File: config.mk
export PLATFORM = sky130hd
export DESIGN_NAME = sfp_ctrl
export DESIGN_NICKNAME = d
export VERILOG_FILES = /design/src/sfp_pkg.sv /design/src/sfp_ctrl.sv
export VERILOG_INCLUDE_DIRS = /design/src /design/src/src
export SDC_FILE = /design/constraint.sdc
export NUM_CORES = 2
export LEC_CHECK = 0
export BUFFER_PORTS_ARGS = -buffer_cell sky130_fd_sc_hd__clkbuf_2
export CORE_MARGIN = 2
export CORE_UTILIZATION = 50
export DETAILED_ROUTE_END_ITERATION = 16
export PLACE_DENSITY = 0.72
export SYNTH_ARGS = -nofsm -noshare
export SYNTH_HDL_FRONTEND = slang
export SYNTH_SLANG_ARGS = --single-unit
File: constraint.sdc
create_clock -name mclk_i -period 114.7 [get_ports mclk_i]
set_input_delay 22.94 -clock mclk_i [delete_from_list [all_inputs] [get_ports mclk_i]]
set_output_delay 22.94 -clock mclk_i [all_outputs]
set_load 0.02 [all_outputs]
File: src/sfp_regs.svh
// Purpose: Register map, control patterns, reset values and timing counts
// Assumes: 25 MHz clock, 32-bit Avalon-MM word registers
// Notes:   Definitions only
`ifndef SFP_REGS_SVH
`define SFP_REGS_SVH

// Byte offsets
`define SFP_OFF_CTRL    5'h00
`define SFP_OFF_PTR     5'h04
`define SFP_OFF_WORK    5'h08
`define SFP_OFF_STORE   5'h0C
`define SFP_OFF_LOAD    5'h10

// Control bit positions
`define SFP_B_IE        7
`define SFP_B_BUSY      6
`define SFP_B_SIG       5
`define SFP_B_RWW_REENABLE_BIT    4
`define SFP_B_LOCK      3
`define SFP_B_PAGE_WRITE_BIT     2
`define SFP_B_PAGE_ERASE_BIT     1
`define SFP_B_EN        0

// Command patterns on control bits 5..0
`define SFP_P_LOAD      6'h01
`define SFP_P_ERASE     6'h03
`define SFP_P_WRITE     6'h05
`define SFP_P_LOCK      6'h09
`define SFP_P_RWW_REENABLE_BIT    6'h11
`define SFP_P_SIG       6'h21

// Pointer fields and sections
`define SFP_PAGE_HI     15
`define SFP_PAGE_LO     8
`define SFP_WORD_HI     7
`define SFP_WORD_LO     1
`define SFP_NO_READ_WHILE_WRITE_SECTION_PAGE   8'hE0
`define SFP_LAST_WORD   7'h7F

// Reset values
`define SFP_CTRL_RST    8'h00
`define SFP_LOCK_RST    6'h3F
`define SFP_ERASED      16'hFFFF

// Timing: store window, load window, operation length
`define SFP_STORE_WIN   3'h4
`define SFP_LOAD_WIN    3'h3
`define SFP_CLK_KHZ     25000
`define SFP_OP_MIN_US   3700
`define SFP_OP_MAX_US   4500
`define SFP_OP_CYCLES   ((`SFP_OP_MIN_US * `SFP_CLK_KHZ + 999) / 1000)

`endif

File: src/sfp_pkg.sv
// Purpose: Types for the self-programming controller
// Assumes: Included constants live in sfp_regs.svh
// Notes:   Types only
package sfp_pkg;

  typedef enum logic [1:0] {SFP_IDLE, SFP_STREAM, SFP_TIMED} sfp_op_e;
  typedef enum logic [1:0] {SFP_K_ERASE, SFP_K_WRITE, SFP_K_LOCK} sfp_kind_e;

  typedef struct packed {
    logic ie;
    logic sig;
    logic rww_reenable_bit;
    logic lock;
    logic page_write_bit;
    logic page_erase_bit;
    logic en;
  } sfp_ctrl_s;

  typedef struct packed {
    logic       ee;
    logic       srst;
    logic [7:0] fl;
    logic [7:0] fh;
    logic [2:0] fe;
  } sfp_pins_s;

  typedef struct packed {
    logic        erase;
    logic        wr;
    logic [7:0]  page;
    logic [6:0]  word;
    logic [15:0] data;
  } sfp_flash_s;

endpackage : sfp_pkg

File: src/sfp_ctrl.sv
// Purpose: Flash self-programming controller behind an Avalon-MM slave
// Assumes: Pins pass two flops; core signals share mclk_i
// Notes:   rst_i is power-on reset; sys_reset_i is the soft system reset
//
// The Avalon-MM slave port and the placing of the registers are this design's own decisions.
`include "sfp_regs.svh"
`timescale 1ns/100ps
`default_nettype none

module sfp_ctrl #(
  parameter int           OP_CYCLES = `SFP_OP_CYCLES,
  parameter logic [7:0]   SIG0      = 8'h3B,  // Arbitrary value
  parameter logic [7:0]   SIG1      = 8'h6D,  // Arbitrary value
  parameter logic [7:0]   SIG2      = 8'h27,  // Arbitrary value
  parameter logic [7:0]   CAL       = 8'h80   // Arbitrary value
) (
  input  wire logic               mclk_i,
  input  wire logic               rst_i,
  input  wire logic [4:0]         avs_address_i,
  input  wire logic               avs_read_i,
  input  wire logic               avs_write_i,
  input  wire logic [31:0]        avs_writedata_i,
  output logic      [31:0]        avs_readdata_o,
  output logic                    avs_waitrequest_o,
  input  wire logic               global_ie_i,
  input  wire logic               eeprom_write_active_i,
  input  wire logic               sys_reset_i,
  input  wire logic [7:0]         fuse_low_byte_i,
  input  wire logic [7:0]         fuse_high_byte_i,
  input  wire logic [2:0]         extended_fuse_byte_i,
  input  wire logic [7:0]         flash_byte_i,
  output logic      [15:0]        flash_raddr_o,
  output var sfp_pkg::sfp_flash_s flash_o,
  output logic                    irq_o,
  output logic                    cpu_halt_o,
  output logic                    rww_read_block_o
);

  typedef struct packed {
    sfp_pkg::sfp_pins_s    sy1;
    sfp_pkg::sfp_pins_s    sy2;
    logic                  ee3;
    sfp_pkg::sfp_ctrl_s    ctrl;
    logic                  busy;
    logic [2:0]            win;
    sfp_pkg::sfp_op_e      op;
    sfp_pkg::sfp_kind_e    kind;
    logic [16:0]           cnt;
    logic [7:0]            page;
    logic [5:0]            lkdata;
    logic [15:0]           z;
    logic [15:0]           work;
    logic [5:0]            lock;
    logic [127:0][15:0]    mem;
    logic [127:0]          vld;
    logic                  wt;
    logic [31:0]           rdata;
    sfp_pkg::sfp_flash_s   fl;
    logic                  irq;
    logic                  halt;
    logic                  blk;
  } sfp_state_s;

  sfp_state_s q;
  sfp_state_s d;
  sfp_pkg::sfp_pins_s pins;
  logic       acc;
  logic       wr;
  logic       rd;
  logic       ee_busy;
  logic [5:0] pat;
  logic       store_ok;
  logic       load_ok;
  logic [6:0] wsel;

  assign pins     = '{ee: eeprom_write_active_i, srst: sys_reset_i, fl: fuse_low_byte_i,
                      fh: fuse_high_byte_i, fe: extended_fuse_byte_i};
  assign acc      = (avs_read_i | avs_write_i) & ~q.wt;
  assign wr       = acc & avs_write_i;
  // Reads are answered as waitrequest falls, so the data stand while it is low
  assign rd       = avs_read_i & ~avs_write_i & q.wt;
  assign ee_busy  = q.sy2.ee;
  assign pat      = {q.ctrl.sig, q.ctrl.rww_reenable_bit, q.ctrl.lock, q.ctrl.page_write_bit, q.ctrl.page_erase_bit, q.ctrl.en};
  assign store_ok = (q.win != 3'h0) & q.ctrl.en & (q.op == sfp_pkg::SFP_IDLE);
  assign load_ok  = (q.win > (`SFP_STORE_WIN - `SFP_LOAD_WIN)) & q.ctrl.en;
  assign wsel     = q.z[`SFP_WORD_HI:`SFP_WORD_LO];

  always_comb begin
    d          = q;
    d.sy1      = pins;
    d.sy2      = q.sy1;
    d.ee3      = q.sy2.ee;
    d.wt       = ~((avs_read_i | avs_write_i) & q.wt);
    d.fl.erase = 1'b0;
    d.fl.wr    = 1'b0;
    if (q.win != 3'h0) begin
      d.win = q.win - 3'h1;
    end
    // Window ran out with no instruction: drop the armed command
    if (q.win == 3'h1 && q.op == sfp_pkg::SFP_IDLE) begin
      d.ctrl = '{ie: q.ctrl.ie, default: 1'b0};
    end
    // EEPROM write starting discards any loaded words
    if (q.sy2.ee && !q.ee3) begin
      d.vld = '0;
    end

    // Register writes
    if (wr) begin
      case (avs_address_i)
        `SFP_OFF_CTRL: begin
          d.ctrl.ie = avs_writedata_i[`SFP_B_IE];
          if (q.op == sfp_pkg::SFP_IDLE) begin
            d.ctrl.sig    = avs_writedata_i[`SFP_B_SIG];
            d.ctrl.rww_reenable_bit = avs_writedata_i[`SFP_B_RWW_REENABLE_BIT];
            d.ctrl.lock   = avs_writedata_i[`SFP_B_LOCK];
            d.ctrl.page_write_bit  = avs_writedata_i[`SFP_B_PAGE_WRITE_BIT];
            d.ctrl.page_erase_bit  = avs_writedata_i[`SFP_B_PAGE_ERASE_BIT];
            d.ctrl.en     = avs_writedata_i[`SFP_B_EN];
            d.win         = avs_writedata_i[`SFP_B_EN] ? `SFP_STORE_WIN : 3'h0;
            if (avs_writedata_i[`SFP_B_RWW_REENABLE_BIT]) begin
              d.vld = '0;
            end
          end
        end
        `SFP_OFF_PTR:  d.z    = avs_writedata_i[15:0];
        `SFP_OFF_WORK: d.work = avs_writedata_i[15:0];
        `SFP_OFF_STORE: begin
          d.win  = 3'h0;
          d.ctrl = '{ie: q.ctrl.ie, default: 1'b0};
          // EEPROM activity refuses every command
          if (store_ok && !ee_busy) begin
            case (pat)
              `SFP_P_LOAD: begin
                d.mem[wsel] = q.work;
                d.vld[wsel] = 1'b1;
              end
              `SFP_P_ERASE: begin
                d.ctrl.en    = 1'b1;
                d.ctrl.page_erase_bit = 1'b1;
                d.page       = q.z[`SFP_PAGE_HI:`SFP_PAGE_LO];
                d.kind       = sfp_pkg::SFP_K_ERASE;
                d.op         = sfp_pkg::SFP_TIMED;
                d.cnt        = 17'(OP_CYCLES - 1);
                d.busy       = 1'b1;
                d.fl.erase   = 1'b1;
                d.fl.page    = q.z[`SFP_PAGE_HI:`SFP_PAGE_LO];
              end
              `SFP_P_WRITE: begin
                d.ctrl.en    = 1'b1;
                d.ctrl.page_write_bit = 1'b1;
                d.page       = q.z[`SFP_PAGE_HI:`SFP_PAGE_LO];
                d.kind       = sfp_pkg::SFP_K_WRITE;
                d.op         = sfp_pkg::SFP_STREAM;
                d.cnt        = '0;
                d.busy       = 1'b1;
              end
              `SFP_P_LOCK: begin
                d.ctrl.en   = 1'b1;
                d.ctrl.lock = 1'b1;
                d.lkdata    = q.work[5:0];
                d.kind      = sfp_pkg::SFP_K_LOCK;
                d.op        = sfp_pkg::SFP_TIMED;
                d.cnt       = 17'(OP_CYCLES - 1);
              end
              `SFP_P_RWW_REENABLE_BIT: begin
                d.busy = 1'b0;
                d.vld  = '0;
              end
              default: begin
              end
            endcase
          end
        end
        default: begin
        end
      endcase
    end

    // Register reads; the load offset is the load-program instruction
    if (rd) begin
      d.rdata = '0;
      case (avs_address_i)
        `SFP_OFF_CTRL: d.rdata[7:0] = {q.ctrl.ie, q.busy, pat};
        `SFP_OFF_PTR:  d.rdata[15:0] = q.z;
        `SFP_OFF_WORK: d.rdata[15:0] = q.work;
        `SFP_OFF_LOAD: begin
          d.rdata[7:0] = flash_byte_i;
          if (load_ok && q.ctrl.lock && !ee_busy) begin
            case (q.z)
              16'h0000: d.rdata[7:0] = q.sy2.fl;
              16'h0001: d.rdata[7:0] = {2'b11, q.lock};
              16'h0002: d.rdata[7:0] = {5'h1F, q.sy2.fe};
              16'h0003: d.rdata[7:0] = q.sy2.fh;
              default:  d.rdata[7:0] = 8'hFF;
            endcase
          end else if (load_ok && q.ctrl.sig) begin
            case (q.z)
              16'h0000: d.rdata[7:0] = SIG0;
              16'h0001: d.rdata[7:0] = CAL;
              16'h0002: d.rdata[7:0] = SIG1;
              16'h0004: d.rdata[7:0] = SIG2;
              default:  d.rdata[7:0] = 8'hFF;
            endcase
          end
          if (load_ok && (q.ctrl.lock || q.ctrl.sig) && q.op == sfp_pkg::SFP_IDLE) begin
            d.ctrl = '{ie: q.ctrl.ie, default: 1'b0};
            d.win  = 3'h0;
          end
        end
        default: begin
        end
      endcase
    end

    // Operation sequencer
    case (q.op)
      sfp_pkg::SFP_STREAM: begin
        d.fl.wr   = 1'b1;
        d.fl.page = q.page;
        d.fl.word = q.cnt[6:0];
        d.fl.data = q.vld[q.cnt[6:0]] ? q.mem[q.cnt[6:0]] : `SFP_ERASED;
        d.cnt     = q.cnt + 17'h1;
        if (q.cnt[6:0] == `SFP_LAST_WORD) begin
          d.op  = sfp_pkg::SFP_TIMED;
          d.cnt = 17'(OP_CYCLES - 1);
        end
      end
      sfp_pkg::SFP_TIMED: begin
        d.cnt = q.cnt - 17'h1;
        if (q.cnt == 17'h0) begin
          d.op   = sfp_pkg::SFP_IDLE;
          d.ctrl = '{ie: q.ctrl.ie, default: 1'b0};
          if (q.kind == sfp_pkg::SFP_K_WRITE) begin
            d.vld = '0;
          end
          if (q.kind == sfp_pkg::SFP_K_LOCK) begin
            d.lock = q.lock & q.lkdata;
          end
        end
      end
      default: begin
      end
    endcase

    // Soft reset clears software state but lets a running operation end
    if (q.sy2.srst) begin
      d.vld = '0;
      if (q.op == sfp_pkg::SFP_IDLE) begin
        d.ctrl = '0;
        d.win  = 3'h0;
        d.busy = 1'b0;
      end
    end

    d.irq  = d.ctrl.ie & ~d.ctrl.en & global_ie_i;
    d.blk  = (d.op != sfp_pkg::SFP_IDLE) & (d.kind != sfp_pkg::SFP_K_LOCK);
    d.halt = d.blk & (d.page >= `SFP_NO_READ_WHILE_WRITE_SECTION_PAGE);
  end

  always_ff @(posedge mclk_i or posedge rst_i) begin
    if (rst_i) begin
      q        <= '0;
      q.wt     <= 1'b1;
      q.lock   <= `SFP_LOCK_RST;
      q.ctrl   <= sfp_pkg::sfp_ctrl_s'(7'(`SFP_CTRL_RST));
      q.op     <= sfp_pkg::SFP_IDLE;
      q.kind   <= sfp_pkg::SFP_K_ERASE;
    end else begin
      q <= d;
    end
  end

  assign avs_readdata_o    = q.rdata;
  assign avs_waitrequest_o = q.wt;
  assign flash_raddr_o     = q.z;
  assign flash_o           = q.fl;
  assign irq_o             = q.irq;
  assign cpu_halt_o        = q.halt;
  assign rww_read_block_o  = q.blk;

  // Checks
  a_en_during_op: assert property (@(posedge mclk_i) disable iff (rst_i)
    q.op != sfp_pkg::SFP_IDLE |-> q.ctrl.en)
    else $error("enable bit low during operation");

  a_busy_during_op: assert property (@(posedge mclk_i) disable iff (rst_i)
    q.blk |-> q.busy)
    else $error("busy flag low while section blocked");

  a_irq_level: assert property (@(posedge mclk_i) disable iff (rst_i)
    (q.ctrl.ie && !q.ctrl.en && global_ie_i && !acc && q.op == sfp_pkg::SFP_IDLE) |=> irq_o)
    else $error("interrupt request dropped");

  a_window_expiry: assert property (@(posedge mclk_i) disable iff (rst_i)
    (q.win == 3'h1 && q.op == sfp_pkg::SFP_IDLE && !acc) |=> !q.ctrl.en && !q.ctrl.lock)
    else $error("armed command survived its window");

  a_ee_refuse: assert property (@(posedge mclk_i) disable iff (rst_i)
    (wr && avs_address_i == `SFP_OFF_STORE && ee_busy && q.op == sfp_pkg::SFP_IDLE)
      |=> q.op == sfp_pkg::SFP_IDLE && !q.ctrl.en)
    else $error("command accepted during EEPROM write");

  a_write_clears: assert property (@(posedge mclk_i) disable iff (rst_i)
    (q.op == sfp_pkg::SFP_TIMED && q.cnt == 17'h0 && q.kind == sfp_pkg::SFP_K_WRITE)
      |=> q.vld == '0 && !q.ctrl.en)
    else $error("buffer not cleared after page write");

  a_lock_readable: assert property (@(posedge mclk_i) disable iff (rst_i)
    q.kind == sfp_pkg::SFP_K_LOCK |-> !rww_read_block_o && !cpu_halt_o)
    else $error("flash blocked during lock programming");

  a_erase_start: assert property (@(posedge mclk_i) disable iff (rst_i)
    (wr && avs_address_i == `SFP_OFF_STORE && store_ok && !ee_busy && pat == `SFP_P_ERASE)
      |=> flash_o.erase ##1 !flash_o.erase && q.op == sfp_pkg::SFP_TIMED)
    else $error("erase did not start");

  a_stream_len: assert property (@(posedge mclk_i) disable iff (rst_i)
    $rose(q.op == sfp_pkg::SFP_STREAM) |-> ##128 q.op == sfp_pkg::SFP_TIMED)
    else $error("page write did not stream 128 words");

  c_page_write: cover property (@(posedge mclk_i) disable iff (rst_i)
    q.kind == sfp_pkg::SFP_K_WRITE && q.op == sfp_pkg::SFP_TIMED && q.cnt == 17'h0);
  c_lock_read: cover property (@(posedge mclk_i) disable iff (rst_i)
    rd && avs_address_i == `SFP_OFF_LOAD && load_ok && q.ctrl.lock);
  c_no_read_while_write_section_halt: cover property (@(posedge mclk_i) disable iff (rst_i) cpu_halt_o);

endmodule : sfp_ctrl

`default_nettype wire

==> summary.md <==
The sort of element at the end of the critical path is an async pin. Excluding fillers, the count of instances in the completed layout stands at 10200. The longest clock path from root to sink contains 3 buffers.

After layout, the design draws a total of 1.69 mW. The hold violation total from the final report is 0. Setup repair after global routing left no endpoint under its margin. STA puts the critical path data required time at 115.56 ns. The final number of max-transition violations was 0; the critical-path maximum fanout was 183.

Yosys attributes the largest share of cell area to sky130_fd_sc_hd__dfrtp_1, sky130_fd_sc_hd__mux2_2, sky130_fd_sc_hd__mux4_2. Dividing the detail-routed via count by the number of cells gives 6.39. Dividing total power by cell area gives a power density of 14.4 nW/um2. The startpoint identified for the worst hold timing path is d[2348]$_DFF_PP0_. The tightest min-delay check is of the reg -> reg type. Counting the buffers created by CTS gives 230.

After the last flow step, the layout net total stands at 7197. The floorplan step defined a die boundary enclosing 219000 um2. Total of warnings raised by yosys: 0. The post-route worst setup slack is 86.32 ns.

The root buffer cell chosen for the clock tree is sky130_fd_sc_hd__clkbuf_16. Initial antenna violation count: 11. During I/O placement, the number of pins put on the boundary was 156.

The post-layout minimum cycle time is 28.38 ns, and the placer's final routability congestion estimate is 0.908. The detail-routed net length per standard cell was 29.3 um. With fillers left out, the area of the finished cells amounts to 118000 um2.

Between clock sinks in the finished design, the worst skew comes to 0.0468 ns. The global-route usage over all layers is 0.273. The logs give 0.0977 for the worst-case headroom to the max-slew limit and 0 for the number of cells upsized or downsized after cts. Synthesis produced 7337 cells.

The sequential area share after synthesis was 0.547. The run finished with clean final reports. The run gives 181000 um as the total half-perimeter wirelength after legalization and detailed placement. The most critical setup path has its startpoint at rst_i. From bottom edge to top edge, the die measures 468 um. The worst voltage drop across the vdd grid came out at 0.0140 mV. sky130_fd_sc_hd__dfrtp_1 takes more of the synthesized area than any other cell. The async set or reset register ratio after synthesis works out to 1.00. Internal power comes to 1.29 mW. For the fraction of power consumed by sequential logic, the log shows 0.505.

The layout-stage area growth over the synthesis result is 9.00%, and the netlist area before placement is 108000 um2. Clock-pin slew of the registers on the worst-case setup and hold paths: 0.06 ns. The remaining global-route overflow is 0. In this run the number of H-tree levels came out at 4. The die width is 468 um, and the clock power share is 0.459. For the post-cts hold buffer count, the log shows 0. The sum of negative setup slack was 0 ns. In this run the critical register-to-register path is launched from q[2297]$_DFFE_PP0P_.

In this run, the number of DRC markers left after iteration 0 of detailed routing was 6090. The number of flops mapped to enable cells by yosys came out at 0. The final design utilization came out at 0.548.

The logs give 298000 um for the wire length after detailed routing and 35.2 MHz for the achievable frequency. The switching power share of the total was 0.239. Entering global routing, the biggest net connects 192 pins. The worst slack at placement was 85.12 ns; the synthesis-stage register bit count was 2356. The average cell area after synthesis is 14.7 um2. The total setup violations reported at the end of the flow is 0, and the period utilization is 0.247.

The logs give 55.6 nW for the reported leakage power and 110000 um2 for the area of placed instances. The transition at the pin with the smallest max-transition slack came out at 1.35 ns. TritonCTS built the clock tree. For the core area, the log shows 214000 um2.

The most common cell after layout, fill and taps aside is sky130_fd_sc_hd__dfrtp_1. STA classifies the critical path startpoint as an input pin. The number of port buffers is 123. The first TritonRoute pass finished after 8 iterations.

Among all flip-flop cells after synthesis, the most frequent one is sky130_fd_sc_hd__dfrtp_1. The logs give 2356 for the TritonCTS sink count and 0 for the DRC violation count after routing. The run gives 67000 as the number of global-route vias before repair.

For the worst-skew pair, the clock arrives at the later sink with an insertion delay of 0.90 ns. Proportion of netlist area held by the largest area contributor: 0.545. The startpoint-to-endpoint class of the critical path was in -> async. The fraction of power consumed by combinational cells came out at 0.036. The run gives 0 as the reported max-cap violation count. The arrival time at the worst endpoint came out at 29.24 ns.

The number of nets with antenna violations after routing was 0; the initial cell density of the core was 0.503. In the layout the commonest cells are sky130_fd_sc_hd__dfrtp_1, sky130_fd_sc_hd__mux2_2, sky130_fd_sc_hd__mux4_2. The logs give 445000 um for the wire length of the first global-routing pass and 64900 for the routed via count.

Synthesis instantiated 83 different standard cells from the library. Hold is met by 0.350 ns. The reg2reg setup slack was 108.54 ns; the ratio of cells with drive above 1 in the final layout was 0.464.

The logs give 170 for the number of core rows and 0.405 mW for the net switching power of the design. Including well taps, the total number of placed cells is 9724. Count of buffers added by post-CTS timing repair for setup: 0.
==> Yosys cell counts (all sizes together), types with 5 or more instances <==
master,number
dfrtp,2349
mux2,2103
mux4,506
nand2,425
clkbuf,407
buf,324
a21oi,225
mux2i,197
nor2,105
o21ai,95
nor3,62
o221ai,60
a22oi,57
o22ai,45
nand3,39
a31oi,26
inv,23
nor2b,23
a221oi,19
nand2b,19
nor4,15
o22a,13
and2,12
a32oi,11
and3,11
nand4,11
or3,10
a211oi,8
ha,8
or4,8
xnor2,8
xor2,8
a211o,7
dfstp,7
o31ai,7
o21a,6
o32ai,6
a2111oi,5
o211ai,5
==> worst max-delay path: stages <==
cell	delay, ns
sky130_fd_sc_hd__clkbuf_2	0.12
sky130_fd_sc_hd__inv_8	0.64
sky130_fd_sc_hd__buf_4	0.91
sky130_fd_sc_hd__buf_12	0.70
sky130_fd_sc_hd__buf_4	0.94
sky130_fd_sc_hd__buf_4	0.83
sky130_fd_sc_hd__buf_4	0.87
sky130_fd_sc_hd__buf_4	0.86
==> per-layer routing <==
| metal | GRT usage | wire length (um) | share of wire | vias up |
|---|---|---|---|---|
| met5 | 0 | 33 | 0.00011 | - |
| met4 | 0.106 | 12800 | 0.043 | 4 |
| met3 | 0.0534 | 21300 | 0.072 | 650 |
| met2 | 0.430 | 140000 | 0.47 | 2371 |
| met1 | 0.375 | 123000 | 0.41 | 35300 |
| li1 | - | - | - | 26600 |
==> logic make-up (layout without fill, tap and decap cells) <==
logic type / count (synthesis) / in the layout / synth area share
flops: 2356 / 2356 / 0.547
simple gates: 756 / 756 / 0.0343
xor+xnor: 16 / 16 / 0.00130
compound gates: 638 / 638 / 0.0382
buf+inv: 755 / 716 / 0.0345
fa+ha+maj: 9 / 9 / 0.00102
other cells: 1 / 22 / 0.0000348
mux: 2806 / 2806 / 0.344
==> final cells by class <==
| class | count | area (um2) |
|---|---|---|
| antenna | 6 | 15.0 |
| tap | 2838 | 3550 |
| inverter | 24 | 105 |
| timing repair buffer | 265 | 1740 |
| multi-input combinational | 4241 | 45300 |
| fill | 17000 | 96900 |
| clock buffer | 339 | 6640 |
| sequential | 2356 | 59000 |
| clock inverter | 88 | 1160 |
==> worst paths after layout <==
kind	to	cells after the start
setup / recovery	async pin	8
hold / removal	q[2348]$_DFF_PP0_	0
hold reg to reg	q[2348]$_DFF_PP0_	0
max in group mclk_i	flip-flop	8
setup reg to reg	flash_o[10]$_DFFE_PP0P_	11
min in group asynchronous	async pin	2
==> power by group through the flow <==
stage / logic [mW] / clock network, mW / registers, mW
floorplan: 0.0514 / 0 / 0.855
global placement: 0.0593 / 0 / 0.868
detailed placement: 0.0615 / 0 / 0.869
CTS: 0.0616 / 0.786 / 0.854
global route: 0.0671 / 0.822 / 0.855
finish: 0.0614 / 0.776 / 0.854
No activity file was read; power rests on OpenSTA's default activity.
